$ cat src/design/dalr_defines.svh
// Register indices, field positions, reset values and pipeline counts.
// Assumes 32-bit AXI4-Lite data; byte address is four times the index.
`ifndef DALR_DEFINES_SVH
`define DALR_DEFINES_SVH

`define DALR_IDX_CTRL 4'h0
`define DALR_IDX_STAT 4'h1
`define DALR_IDX_FSR_I 4'h3
`define DALR_IDX_FSR_Q 4'hB

`define DALR_CTRL_DES 0
`define DALR_CTRL_DEMUX 1
`define DALR_CTRL_SRC_LO 2
`define DALR_CTRL_SRC_HI 3
`define DALR_CTRL_SNAP 4

`define DALR_CTRL_RST 5'h00
`define DALR_FSR_RST 15'h4000
`define DALR_GAIN_PIN_LO 15'h5000
`define DALR_GAIN_PIN_HI 15'h4000
`define DALR_GAIN_SHIFT 14

`define DALR_LAT_PRIMARY 34
`define DALR_LAT_DELAYED 35

`define DALR_RESP_OKAY 2'h0
`define DALR_RESP_SLVERR 2'h2

`endif

$ cat src/design/dalr_pkg.sv
// Types for the router's control register and source select.
// Assumes dalr_defines.svh supplies the numeric constants.
package dalr_pkg;
  typedef enum logic [1:0] {
    DALR_SRC_I = 2'h0,
    DALR_SRC_Q = 2'h1,
    DALR_SRC_IQ = 2'h2
  } dalr_src_t;

  typedef struct packed {
    logic snap;
    dalr_src_t src;
    logic demux;
    logic des;
  } dalr_ctrl_t;
endpackage

$ cat src/design/dalr_stream_if.sv
// Valid/ready stream carrier between the router and its buffer.
// Assumes both ends share one clock.
interface dalr_stream_if #(parameter int W = 10);
  logic valid;
  logic ready;
  logic [W-1:0] data;
  modport src (output valid, output data, input ready);
  modport snk (input valid, input data, output ready);
endinterface

$ cat src/design/dalr_top.sv
// Dual-channel sample router: conversion, edge selection, fixed latency.
// Assumes sample ports are synchronous to ref_clk_i; fall ports carry the
// value seen at the falling edge half a cycle after the previous rise.
`include "dalr_defines.svh"

// What this block does
// Samples are converted every clock with no start command.
// Normal mode uses rising samples only; interleaved mode uses rising and falling.
// Primary buses show own-input rising samples after 35 cycles, delayed buses after 36.
// Interleaved demux puts rising samples on I buses at 35/36 and falling on Q buses at 35.5/36.5.
// Without demux both delayed buses are held at zero with delayed_oe_n_o high, and only primary buses carry data.
// Interleaved mode defaults to the I input; Q-only and dual-driven options exist.
// The Q input may feed interleaved mode only under extended register control.
// Without extended control one select pin sets one full-scale range for both channels.
// Under extended control each channel has its own 15-bit full-scale register.
// In dual-driven mode the source drives both inputs with one identical signal.
// Each sample is a 10-bit code clipped to all ones above and all zeros below range.
// Capture logic aligns each bus to the fixed latency of the active mode.
module dalr_top import dalr_pkg::*; #(
  parameter int AIN_W = 12,
  parameter int FIFO_DEPTH = 8
) (
  input wire logic ref_clk_i,
  input wire logic rstn_i,
  input wire logic [AIN_W-1:0] ain_i_rise_i,
  input wire logic [AIN_W-1:0] ain_i_fall_i,
  input wire logic [AIN_W-1:0] ain_q_rise_i,
  input wire logic [AIN_W-1:0] ain_q_fall_i,
  input wire logic extended_register_control_i,
  input wire logic des_pin_i,
  input wire logic demux_pin_i,
  input wire logic full_scale_select_i,
  output logic [9:0] i_primary_bus_o,
  output logic [9:0] q_primary_bus_o,
  output logic [9:0] i_delayed_bus_o,
  output logic [9:0] q_delayed_bus_o,
  output logic delayed_oe_n_o,
  output logic [9:0] snap_data_o,
  output logic snap_valid_o,
  input wire logic snap_ready_i,
  input wire logic [31:0] s_axi_awaddr,
  input wire logic s_axi_awvalid,
  output logic s_axi_awready,
  input wire logic [31:0] s_axi_wdata,
  input wire logic [3:0] s_axi_wstrb,
  input wire logic s_axi_wvalid,
  output logic s_axi_wready,
  output logic [1:0] s_axi_bresp,
  output logic s_axi_bvalid,
  input wire logic s_axi_bready,
  input wire logic [31:0] s_axi_araddr,
  input wire logic s_axi_arvalid,
  output logic s_axi_arready,
  output logic [31:0] s_axi_rdata,
  output logic [1:0] s_axi_rresp,
  output logic s_axi_rvalid,
  input wire logic s_axi_rready
);
  localparam int LAT = `DALR_LAT_PRIMARY;

  initial begin
    if (AIN_W < 2 || AIN_W > 16 || FIFO_DEPTH < 2 || `DALR_LAT_DELAYED != LAT + 1) begin
      $error("dalr_top: unsupported parameter values");
    end
  end

  // Register file
  dalr_ctrl_t ctrl, next_ctrl;
  logic [14:0] fsr_i, next_fsr_i, fsr_q, next_fsr_q;
  logic [15:0] overrun, next_overrun;
  logic [31:0] aw_addr, next_aw_addr, w_data, next_w_data;
  logic [3:0] w_strb, next_w_strb;
  logic aw_held, next_aw_held, w_held, next_w_held;
  logic next_bvalid, next_arready, next_rvalid;
  logic [1:0] next_bresp, next_rresp;
  logic [31:0] next_rdata, rd_word;
  logic rd_ok, wr_ok, do_write;
  logic [3:0] rd_idx, wr_idx;

  assign wr_idx = aw_addr[5:2];
  assign rd_idx = s_axi_araddr[5:2];
  assign do_write = aw_held && w_held && !s_axi_bvalid;
  assign wr_ok = (aw_addr[31:6] == '0) && (aw_addr[1:0] == 2'h0) &&
                 (wr_idx == `DALR_IDX_CTRL || wr_idx == `DALR_IDX_FSR_I || wr_idx == `DALR_IDX_FSR_Q);

  // Effective mode, pins or registers
  logic des_m, demux_m;
  dalr_src_t src_m;
  logic [14:0] gain_pin, gain_i, gain_q;

  always_comb begin
    rd_ok = (s_axi_araddr[31:6] == '0) && (s_axi_araddr[1:0] == 2'h0);
    rd_word = '0;
    unique case (rd_idx)
      `DALR_IDX_CTRL: rd_word = {27'h0, ctrl};
      `DALR_IDX_STAT: rd_word = {overrun, 11'h0, src_m, demux_m, des_m, extended_register_control_i};
      `DALR_IDX_FSR_I: rd_word = {17'h0, fsr_i};
      `DALR_IDX_FSR_Q: rd_word = {17'h0, fsr_q};
      default: rd_ok = 1'b0;
    endcase
  end

  always_comb begin
    next_aw_held = aw_held;
    next_aw_addr = aw_addr;
    next_w_held = w_held;
    next_w_data = w_data;
    next_w_strb = w_strb;
    next_bvalid = s_axi_bvalid;
    next_bresp = s_axi_bresp;
    next_ctrl = ctrl;
    next_fsr_i = fsr_i;
    next_fsr_q = fsr_q;
    if (s_axi_awvalid && s_axi_awready) begin
      next_aw_held = 1'b1;
      next_aw_addr = s_axi_awaddr;
    end
    if (s_axi_wvalid && s_axi_wready) begin
      next_w_held = 1'b1;
      next_w_data = s_axi_wdata;
      next_w_strb = s_axi_wstrb;
    end
    if (s_axi_bvalid && s_axi_bready) begin
      next_bvalid = 1'b0;
    end
    if (do_write) begin
      next_aw_held = 1'b0;
      next_w_held = 1'b0;
      next_bvalid = 1'b1;
      next_bresp = wr_ok ? `DALR_RESP_OKAY : `DALR_RESP_SLVERR;
      if (wr_ok && wr_idx == `DALR_IDX_CTRL && w_strb[0]) begin
        next_ctrl = dalr_ctrl_t'(w_data[4:0]);
        // Reserved source code falls back to the I input
        if (w_data[`DALR_CTRL_SRC_HI:`DALR_CTRL_SRC_LO] == 2'h3) begin
          next_ctrl.src = DALR_SRC_I;
        end
      end
      // independent range words
      if (wr_ok && wr_idx == `DALR_IDX_FSR_I) begin
        if (w_strb[0]) next_fsr_i[7:0] = w_data[7:0];
        if (w_strb[1]) next_fsr_i[14:8] = w_data[14:8];
      end
      if (wr_ok && wr_idx == `DALR_IDX_FSR_Q) begin
        if (w_strb[0]) next_fsr_q[7:0] = w_data[7:0];
        if (w_strb[1]) next_fsr_q[14:8] = w_data[14:8];
      end
    end
  end

  always_comb begin
    next_arready = 1'b0;
    next_rvalid = s_axi_rvalid;
    next_rdata = s_axi_rdata;
    next_rresp = s_axi_rresp;
    if (s_axi_rvalid && s_axi_rready) begin
      next_rvalid = 1'b0;
    end
    if (s_axi_arvalid && s_axi_arready) begin
      next_rvalid = 1'b1;
      next_rdata = rd_ok ? rd_word : 32'h0;
      next_rresp = rd_ok ? `DALR_RESP_OKAY : `DALR_RESP_SLVERR;
    end else if (s_axi_arvalid && !s_axi_rvalid && !s_axi_arready) begin
      next_arready = 1'b1;
    end
  end

  always_ff @(posedge ref_clk_i or negedge rstn_i) begin
    if (!rstn_i) begin
      ctrl <= dalr_ctrl_t'(`DALR_CTRL_RST);
      fsr_i <= `DALR_FSR_RST;
      fsr_q <= `DALR_FSR_RST;
      aw_held <= 1'b0;
      aw_addr <= '0;
      w_held <= 1'b0;
      w_data <= '0;
      w_strb <= '0;
      s_axi_awready <= 1'b0;
      s_axi_wready <= 1'b0;
      s_axi_bvalid <= 1'b0;
      s_axi_bresp <= 2'h0;
      s_axi_arready <= 1'b0;
      s_axi_rvalid <= 1'b0;
      s_axi_rdata <= '0;
      s_axi_rresp <= 2'h0;
    end else begin
      ctrl <= next_ctrl;
      fsr_i <= next_fsr_i;
      fsr_q <= next_fsr_q;
      aw_held <= next_aw_held;
      aw_addr <= next_aw_addr;
      w_held <= next_w_held;
      w_data <= next_w_data;
      w_strb <= next_w_strb;
      // Ready only while the holding slot is free, so one write is in flight
      s_axi_awready <= !next_aw_held && !next_bvalid;
      s_axi_wready <= !next_w_held && !next_bvalid;
      s_axi_bvalid <= next_bvalid;
      s_axi_bresp <= next_bresp;
      s_axi_arready <= next_arready;
      s_axi_rvalid <= next_rvalid;
      s_axi_rdata <= next_rdata;
      s_axi_rresp <= next_rresp;
    end
  end

  always_comb begin
    des_m = extended_register_control_i ? ctrl.des : des_pin_i;
    demux_m = extended_register_control_i ? ctrl.demux : demux_pin_i;
    // default input, R7 Q only under extended control
    src_m = extended_register_control_i ? ctrl.src : DALR_SRC_I;
    // one pin for both channels
    gain_pin = full_scale_select_i ? `DALR_GAIN_PIN_HI : `DALR_GAIN_PIN_LO;
    gain_i = extended_register_control_i ? fsr_i : gain_pin;
    gain_q = extended_register_control_i ? fsr_q : gain_pin;
  end

  // scale, clip, offset binary
  function automatic logic [9:0] dalr_conv(input logic [AIN_W-1:0] a, input logic [14:0] g);
    logic signed [AIN_W+16:0] p;
    logic signed [AIN_W+16:0] s;
    p = (AIN_W + 17)'($signed(a)) * (AIN_W + 17)'($signed({1'b0, g}));
    s = p >>> `DALR_GAIN_SHIFT;
    if (s > (AIN_W + 17)'(511)) begin
      dalr_conv = 10'h3FF;
    end else if (s < -(AIN_W + 17)'(512)) begin
      dalr_conv = 10'h000;
    end else begin
      dalr_conv = {~s[9], s[8:0]};
    end
  endfunction

  // Capture stage: rising samples for I side, falling or Q samples for Q side
  logic [9:0] next_cap_i, next_cap_q;
  logic [9:0] pipe_i [LAT];
  logic [9:0] pipe_q [LAT];

  always_comb begin
    // normal mode, rising samples of each input
    next_cap_i = dalr_conv(ain_i_rise_i, gain_i);
    next_cap_q = dalr_conv(ain_q_rise_i, gain_q);
    if (des_m) begin
      // interleaved, both edges of the chosen input; dual-driven takes I rising and Q falling
      unique case (src_m)
        DALR_SRC_Q: begin
          next_cap_i = dalr_conv(ain_q_rise_i, gain_q);
          next_cap_q = dalr_conv(ain_q_fall_i, gain_q);
        end
        // both inputs carry one signal, so each edge may use either
        DALR_SRC_IQ: begin
          next_cap_i = dalr_conv(ain_i_rise_i, gain_i);
          next_cap_q = dalr_conv(ain_q_fall_i, gain_q);
        end
        default: begin
          next_cap_i = dalr_conv(ain_i_rise_i, gain_i);
          next_cap_q = dalr_conv(ain_i_fall_i, gain_i);
        end
      endcase
    end
  end

  // free-running pipeline, no start
  always_ff @(posedge ref_clk_i or negedge rstn_i) begin
    if (!rstn_i) begin
      pipe_i[0] <= '0;
      pipe_q[0] <= '0;
    end else begin
      pipe_i[0] <= next_cap_i;
      pipe_q[0] <= next_cap_q;
    end
  end

  for (genvar k = 1; k < LAT; k++) begin : g_pipe
    always_ff @(posedge ref_clk_i or negedge rstn_i) begin
      if (!rstn_i) begin
        pipe_i[k] <= '0;
        pipe_q[k] <= '0;
      end else begin
        pipe_i[k] <= pipe_i[k-1];
        pipe_q[k] <= pipe_q[k-1];
      end
    end
  end

  // Output stage
  logic [9:0] next_i_dly, next_q_dly;
  logic next_oe_n;

  always_comb begin
    // delayed buses idle and released without demux
    next_oe_n = !demux_m;
    next_i_dly = demux_m ? i_primary_bus_o : 10'h000;
    next_q_dly = demux_m ? q_primary_bus_o : 10'h000;
  end

  always_ff @(posedge ref_clk_i or negedge rstn_i) begin
    if (!rstn_i) begin
      i_primary_bus_o <= '0;
      q_primary_bus_o <= '0;
      i_delayed_bus_o <= '0;
      q_delayed_bus_o <= '0;
      delayed_oe_n_o <= 1'b1;
    end else begin
      // primary at 35, delayed one later at 36
      i_primary_bus_o <= pipe_i[LAT-1];
      q_primary_bus_o <= pipe_q[LAT-1];
      i_delayed_bus_o <= next_i_dly;
      q_delayed_bus_o <= next_q_dly;
      delayed_oe_n_o <= next_oe_n;
    end
  end

  // Snapshot of the I primary bus; a full buffer drops and counts samples
  dalr_stream_if #(.W(10)) snap_if ();
  assign snap_if.valid = ctrl.snap;
  assign snap_if.data = i_primary_bus_o;

  always_comb begin
    next_overrun = overrun;
    if (snap_if.valid && !snap_if.ready && overrun != 16'hFFFF) begin
      next_overrun = overrun + 16'h0001;
    end
  end

  always_ff @(posedge ref_clk_i or negedge rstn_i) begin
    if (!rstn_i) begin
      overrun <= '0;
    end else begin
      overrun <= next_overrun;
    end
  end

  dalr_fifo #(.WIDTH(10), .DEPTH(FIFO_DEPTH)) u_snap_fifo (
    .ref_clk_i(ref_clk_i),
    .rstn_i(rstn_i),
    .wr(snap_if),
    .rd_data_o(snap_data_o),
    .rd_valid_o(snap_valid_o),
    .rd_ready_i(snap_ready_i)
  );
endmodule

$ cat src/design/dalr_fifo.sv
// Synchronous FIFO with a registered show-ahead output stage.
// Assumes one clock; the drain side may hold ready low for any time.
module dalr_fifo #(
  parameter int WIDTH = 10,
  parameter int DEPTH = 8
) (
  input wire logic ref_clk_i,
  input wire logic rstn_i,
  dalr_stream_if.snk wr,
  output logic [WIDTH-1:0] rd_data_o,
  output logic rd_valid_o,
  input wire logic rd_ready_i
);
  localparam int AW = $clog2(DEPTH);

  initial begin
    if (DEPTH < 2 || (1 << AW) != DEPTH || WIDTH < 1 || wr.W != WIDTH) begin
      $error("dalr_fifo: DEPTH must be a power of two >= 2 and widths must match");
    end
  end

  logic [WIDTH-1:0] mem [DEPTH];
  logic [AW-1:0] wptr, next_wptr, rptr, next_rptr;
  logic [AW:0] count, next_count;
  logic [WIDTH-1:0] next_rd_data;
  logic next_rd_valid, push, pop;

  // Full counts the output stage too, so at most DEPTH words wait in all
  assign wr.ready = ((count + (AW + 1)'(rd_valid_o)) != (AW + 1)'(DEPTH));
  assign push = wr.valid && wr.ready;
  assign pop = (count != '0) && (!rd_valid_o || rd_ready_i);

  always_comb begin
    next_wptr = push ? wptr + 1'b1 : wptr;
    next_rptr = pop ? rptr + 1'b1 : rptr;
    next_count = count + (AW + 1)'(push) - (AW + 1)'(pop);
    next_rd_data = pop ? mem[rptr] : rd_data_o;
    next_rd_valid = pop ? 1'b1 : (rd_valid_o && !rd_ready_i);
  end

  always_ff @(posedge ref_clk_i or negedge rstn_i) begin
    if (!rstn_i) begin
      wptr <= '0;
      rptr <= '0;
      count <= '0;
      rd_data_o <= '0;
      rd_valid_o <= 1'b0;
    end else begin
      wptr <= next_wptr;
      rptr <= next_rptr;
      count <= next_count;
      rd_data_o <= next_rd_data;
      rd_valid_o <= next_rd_valid;
    end
  end

  // Storage carries no reset so it can map to RAM
  always_ff @(posedge ref_clk_i) begin
    if (push) begin
      mem[wptr] <= wr.data;
    end
  end
endmodule

$ cat config.mk
export PLATFORM = sky130hd
export DESIGN_NAME = dalr_top
export DESIGN_NICKNAME = d
export VERILOG_FILES = /design/src/design/dalr_pkg.sv /design/src/design/dalr_stream_if.sv /design/src/design/dalr_top.sv /design/src/design/dalr_fifo.sv
export VERILOG_INCLUDE_DIRS = /design/src /design/src/design
export SDC_FILE = /design/constraint.sdc
export NUM_CORES = 2
export LEC_CHECK = 0
export ABC_AREA = 0
export BUFFER_PORTS_ARGS = -buffer_cell sky130_fd_sc_hd__buf_2
export CAP_MARGIN = 5
export CORE_ASPECT_RATIO = 1.4
export CORE_MARGIN = 5
export CORE_UTILIZATION = 30
export CTS_BUF_LIST = sky130_fd_sc_hd__clkbuf_8 sky130_fd_sc_hd__clkbuf_16
export CTS_CLUSTER_SIZE = 10
export DETAILED_ROUTE_END_ITERATION = 7
export GPL_ROUTABILITY_DRIVEN = 0
export MAX_ROUTING_LAYER = met4
export PLACE_DENSITY = 0.42
export REMOVE_ABC_BUFFERS = 1
export SYNTH_ARGS = -nofsm -noshare
export SYNTH_HDL_FRONTEND = slang
export SYNTH_SLANG_ARGS = --single-unit
$ cat constraint.sdc
create_clock -name ref_clk_i -period 7.35 [get_ports ref_clk_i]
set_input_delay 0.3675 -clock ref_clk_i [delete_from_list [all_inputs] [get_ports ref_clk_i]]
set_output_delay 0.3675 -clock ref_clk_i [all_outputs]
set_load 0.01 [all_outputs]
==> Word-level counts from Yosys, hierarchy flattened <==
Memories as Yosys holds them, arrays and structs flattened. A register that Yosys moved wholly into a read port is not among the register bits.
Cells that the tools add are included.
{ "word_totals": {"out_inout_bits": 93, "memories": 1, "regBits": 875, "ramBits": 80} }
{ "memory_table": {"columns": ["name", "depth", "word_bits", "rd", "rd_ports_with_merged_regs", "wr", "line", "source"], "rows": [
  ["u_snap_fifo.mem", 8, 10, 1, 1, 1, "dalr_fifo.sv:22", "logic [WIDTH-1:0] mem [DEPTH];"]
]} }
{ "op_classes": {"n_bitwise": 4, "n_lt_le_gt_ge": 8, "n_addsub": 6, "n_mux": 39, "n_reduce_logical": 52, "mul": 4, "eq_ne": 10} }
{ "op_table": {"columns": ["op", "count"], "rows": [
  ["10-bit two-way mux", 14],
  ["32-bit case mux with 4 select lines", 1],
  ["12-bit by 16-bit multiplier with 28-bit output", 4],
  ["14-bit by 10-bit greater-than comparator with 1-bit output (second input constant)", 4],
  ["14-bit by 10-bit less-than comparator with 1-bit output (second input constant)", 4],
  ["26-bit zero test", 2],
  ["32-bit two-way mux", 1],
  ["15-bit two-way mux", 2],
  ["1-bit logical AND", 23],
  ["16-bit by 1-bit adder with 16-bit output (second input constant)", 1],
  ["1-bit two-way mux", 16],
  ["16-bit inequality test (second input constant)", 1],
  ["13-bit two-way mux", 1],
  ["3-bit AND reduction", 4],
  ["1-bit zero test", 11],
  ["4-bit by 1-bit adder with 4-bit output", 2],
  ["4-bit by 2-bit equality test with 1-bit output (second input constant)", 2],
  ["4-bit equality test (second input constant)", 2],
  ["4-bit zero test", 2],
  ["2-bit two-way mux", 4],
  ["3-bit by 1-bit adder with 3-bit output (second input constant)", 2],
  ["2-bit equality test (second input constant)", 2],
  ["4-bit by 1-bit equality test with 1-bit output (second input constant)", 1],
  ["2-bit zero test", 2],
  ["other kinds (10)", 15]
]} }

==> Longest topological paths before layout <==
{ "depth": {"depth_word": 8, "depth_mapped": 29} }

==> Hierarchy <==
Synthesis repeated with hierarchy kept, for this count alone.
{ "unflattened": {"hier_cells": 4319, "area_unflattened_um2": 52196.3} }
{ "by_module_without_submodules": {"columns": ["module", "seq_area_each_um2", "n_inst", "area_each_um2", "cells_per_inst"], "rows": [
  ["dalr_top", 21549.4, 1, 48087.4, 4061],
  ["dalr_fifo", 2927.8, 1, 4108.9, 258]
]} }

==> Worst setup path before layout <==
No wires, ideal clock.
{ "synth_timing": {"path_kind": "input to register", "startpoint": "input port extended_register_control_i", "endpoint": "register pipe_q[337] in the netlist's numbering", "slack_ns": 0.536, "cell_stages": 26, "setup_ns": 0.126, "arrival_ns": 6.689, "path_cell_list": "clkbuf_1 > clkbuf_1 > clkbuf_1 > and2_1 > clkbuf_1 > clkbuf_1 > nand2_1 > fa_1 > fa_1 > fa_1 > inv_1 > fa_1 > inv_1 > fa_1 > inv_1 > ha_1 > nand4_1 > nor3_2 > o21ai_2 > o31a_4 > o21a_1 > mux2_4 > or4_4 > a21oi_2 > o21a_1 > nor3_1"} }
{ "synth_between": {"elab_chain_len": 7, "word_cells_on_any_way": 24, "cone_classes": "mul (3); order compare (6); eq/ne (2); mux (12); reduce/logical (1)"} }
{ "synth_lines": {"columns": ["element", "line", "source"], "rows": [
  ["start: declaration", "dalr_top.sv:29", "input wire logic extended_register_control_i,"],
  ["15-bit two-way mux (on tied branches)", "dalr_top.sv:213, dalr_top.sv:214", null],
  ["12-bit by 16-bit multiplier with 28-bit output", "dalr_top.sv:221", "p = (AIN_W + 17)'($signed(a)) * (AIN_W + 17)'($signed({1'b0, g}));"],
  ["14-bit by 10-bit less-than comparator with 1-bit output", "dalr_top.sv:225", "end else if (s < -(AIN_W + 17)'(512)) begin"],
  ["10-bit two-way mux", "dalr_top.sv:225", null],
  ["10-bit two-way mux", "dalr_top.sv:223", "if (s > (AIN_W + 17)'(511)) begin"],
  ["10-bit two-way mux", null, null],
  ["10-bit two-way mux (*)", "dalr_top.sv:241", "if (des_m) begin"],
  ["net next_cap_q[7]", "dalr_top.sv:233", "logic [9:0] next_cap_i, next_cap_q;"],
  ["end: declaration", "dalr_top.sv:235", "logic [9:0] pipe_q [LAT];"]
]} }
The timed path passes the listed nets; every way through them passes the cells marked *.
A chain may end at the register's enable or synchronous reset.

==> Worst setup path after layout <==
{ "layout_timing": {"startpoint": "register fsr_q[2]", "endpoint": "register pipe_q[336] in the netlist's numbering"} }
{ "layout_between": {"elab_chain_len": 7, "word_cells_on_any_way": 13, "cone_classes": "mul (2); order compare (4); mux (7)"} }
{ "layout_lines": {"columns": ["element", "line", "source"], "rows": [
  ["start: declaration", "dalr_top.sv:69", "logic [14:0] fsr_i, next_fsr_i, fsr_q, next_fsr_q;"],
  ["start signal: assignment", "dalr_top.sv:171", "fsr_q <= `DALR_FSR_RST;"],
  ["start signal: assignment", "dalr_top.sv:188", "fsr_q <= next_fsr_q;"],
  ["15-bit two-way mux (*)", "dalr_top.sv:214", "gain_q = extended_register_control_i ? fsr_q : gain_pin;"],
  ["12-bit by 16-bit multiplier with 28-bit output", "dalr_top.sv:221", null],
  ["14-bit by 10-bit less-than comparator with 1-bit output", "dalr_top.sv:225", null],
  ["10-bit two-way mux", "dalr_top.sv:225", null],
  ["10-bit two-way mux", "dalr_top.sv:223", null],
  ["10-bit two-way mux", null, null],
  ["10-bit two-way mux (*)", "dalr_top.sv:241", null],
  ["net next_cap_q[6]", "dalr_top.sv:233", null]
]} }
Marked as above.

==> impl_metrics.json <==
{
  "status": "complete, no violations",
  "multi_input_area_um2": 23900,
  "cp.arrival_ns": 7.34,
  "area_delta_synth_final_pct": 16.9,
  "crit_type": "flip-flop to flip-flop",
  "port_buffers": 230,
  "yosys_warnings": 0,
  "nFillCells": 17000,
  "firstDrtPassIters": 5,
  "crit_fanout": 8,
  "hpwlAfterDp_um": 99600,
  "setup_viol": 0,
  "path_common_cell": "fa_1",
  "path_cells": "and2_0 > nand2_1 > fa_1 > fa_1 > fa_1 > inv_1 > fa_1 > inv_1 > fa_1 > inv_1 > ha_1 > a21oi_1 > nand3_1 > o21ai_2 > o31ai_1 > buf_4 > nor4b_1 > a211o_1 > a41oi_2 > a21oi_1 > o21ai_0 > buf_4 > o31ai_1",
  "grt_usage_pct": 15.0,
  "synth_area_leaders": "dfrtp_1 43%, fa_1 20%, ha_1 8.0%",
  "start_util_pct": 30.1,
  "ios": 253,
  "remaining_drc_errors": 0,
  "period_needed_ns": 6.79,
  "dieWidth_um": 360,
  "power.leakage_nw": 29.0,
  "min_period_over_period_pct": 92.4,
  "final_common_cell": "dfrtp_1",
  "grt_pass1_wl_um": 203000,
  "final_layout_size_suffix_gt1_share_pct": 14.3,
  "hold_viol": 0,
  "async_flop_share_pct": 91.7,
  "tightest_slew_ns": 1.27,
  "grt_antenna_before_repair": 18,
  "synth_edf_count": 80,
  "cts_buffer_depth": 3,
  "cp_slowest_cell": "and2_0",
  "fmaxAchievable_mhz": 147,
  "max_stage_delay_ns": 0.56,
  "setup_tns_ns": 0,
  "rrSetupSlack_ns": 0.56,
  "wl_per_cell_um": 18.6,
  "htreeDepth": 3,
  "coreArea_um2": 171000,
  "path_buf_inv": 5,
  "netlist_instances": 4209,
  "mostFrequentLayoutCells": "878 x dfrtp_1, 701 x inv_1, 517 x fa_1, 486 x nand2_1, 328 x ha_1",
  "met3_usage_pct": 2.38,
  "gr-usage-met1_pct": 17.0,
  "critPathCaptureType": "flip-flop",
  "hp-class": "primary input to flip-flop",
  "first_global_vias": 34700,
  "clk_latency_ns": 0.71,
  "die-area_um2": 180000,
  "maxCapViolations": 0,
  "antenna_left": 0,
  "netlist_area_um2": 51500,
  "synth_cell_types": 83,
  "path_delay_family": "adder cells",
  "cts.sinks": 962,
  "gr-total-overflow": 0,
  "use_met2_pct": 26.7,
  "final-seq-area_um2": 24500,
  "cts_buffers": 110,
  "grt_start_max_net_pins": 176,
  "initialDrtViolationCount": 1574,
  "synth_area_leader_cell": "dfrtp_1",
  "ctsResizeCount": 0,
  "tritoncts": "built",
  "postCtsHoldBufs": 56,
  "wl_um": 129000,
  "cp.required_ns": 7.90,
  "skew_ns": 0.0573,
  "clk_pin_slew_ns": 0.06,
  "rsz0062_at_grt": "false",
  "busiest_layer": "met2",
  "maxSlewViolCount": 0,
  "vias": 31200,
  "ys_seq_area_share_pct": 47.5,
  "start_kind": "flip-flop",
  "synth-seq-cells": 962,
  "post_cts.repair.setup_buffers": 0,
  "fin_nets": 5611,
  "peakVddDrop_mv": 0.222,
  "synth_top_area_share_pct": 42.7,
  "whs_ns": 0.181,
  "p_per_area_nw_per_um2": 229,
  "root_buffer": "clkbuf_16",
  "ys.flop_type": "dfrtp_1",
  "via_per_inst": 4.49,
  "relSlewSlack_pct": 14.7,
  "die_h_um": 500,
  "num_rows": 180,
  "postSynthAreaPerCell_um2": 12.2
}
-- synthesized netlist by cell type (4+ instances only) --
master    number
a211oi_1       6
and4_1         6
nand4_1       24
ha_1         328
nor4_1        20
nand2_1      486
clkbuf_1     162
fa_1         517
a21boi_0       4
a31oi_1        7
a22oi_1       10
a21oi_1       96
edfxtp_1      80
inv_1        667
nor3b_1        5
and3_1       233
or4_1          5
nor3_1        15
nor2b_1       25
a222oi_1       5
and2_0         4
xor2_1        31
or3_1          4
a211o_1        6
dfrtp_1      879
o21ai_0       58
and2_1        74
o211ai_1       5
mux2_2        85
xnor2_1       44
mux4_2        20
a22o_1        17
buf_1          6
o21a_1        19
nand2b_1      11
mux2i_1       14
a21o_1        27
nor2_1       120
nand3_1       19
o31ai_1        4
-- per-stage QoR --
step                cell area, µm²  power [mW]  utilization [%]  cells  setup slack (ns)
floorplan                    50900        8.07                -   4038              1.31
global placement             56400        9.02             32.9   6713             0.254
detailed placement           56400        9.08             32.9   6713             0.168
CTS                          60200        14.1             35.1   6930             0.468
global route                 60200        14.6             35.1   6944             0.152
finish                       60200        13.8             35.1   6945             0.561
-- area by class of cell --
| type | instances | area share, % |
|---|---|---|
| Clock buffer | 113 | 4.64 |
| Timing Repair Buffer | 456 | 5.32 |
| Clock inverter | 48 | 0.692 |
| Multi-Input combinational cell | 2409 | 39.7 |
| Sequential cell | 962 | 40.7 |
| Antenna cell | 15 | 0.0623 |
| Tap cell | 2275 | 4.73 |
| Inverter | 667 | 4.16 |
-- worst paths after layout --
kind,from,endpoint,cells past startpoint
max,fsr_q[2]$_DFFE_PN0P_,pipe_q[336]$_DFF_PN0_,23
min,s_axi_araddr[2],s_axi_rdata[0]$_DFFE_PN0P_,4
max reg2reg,fsr_q[2]$_DFFE_PN0P_,pipe_q[336]$_DFF_PN0_,23
min reg2reg,pipe_i[251]$_DFF_PN0_,pipe_i[241]$_DFF_PN0_,0
max in group asynchronous,rstn_i,pipe_q[322]$_DFF_PN0_,3
min in group asynchronous,rstn_i,q_delayed_bus_o[4]$_DFF_PN0_,2
-- per-layer routing --
| layer | up-vias | part of all wire (%) |
|---|---|---|
| li1 | 14100 | - |
| met1 | 16200 | 39 |
| met2 | 629 | 52 |
| met3 | 223 | 4.2 |
| met4 | 0 | 4.2 |
| met5 | - | 0 |
-- state kept, by name, summed over array words and instances (netlist names), 4 cells and up --
signal	flops
aw_addr	32
ctrl	4
fsr_i	15
fsr_q	15
i_delayed_bus_o	10
i_primary_bus_o	10
overrun	16
pipe_i	340
pipe_q	340
q_delayed_bus_o	10
q_primary_bus_o	10
s_axi_rdata	31
u_snap_fifo.count	4
u_snap_fifo.mem	80
u_snap_fifo.rd_data_o	10
w_data	15
-- tightest hold or removal path: stages --
cell	delay, ns
buf_2	0.16
nand3_1	0.10
a21oi_1	0.07
a21o_1	0.15
-- logic make-up after synthesis --
group / share of synthesized area (%)
AO/OA/AOI/OAI: 3.89
XOR/XNOR: 1.27
adder cells (fa/ha/maj): 28.1
buffers and inverters: 6.15
flip-flops: 47.5
multiplexers: 3.06
other: 0.00728
AND/OR/NAND/NOR: 10.1
-- power breakdown --
group	switching [mW]	leakage, nW	internal, mW
clock network	2.05	1.68	2.78
logic	1.03	16.4	0.867
registers	0.536	10.9	6.51
total	3.62	29.0	10.2
Note: power is estimated with default switching activity, not from simulation.
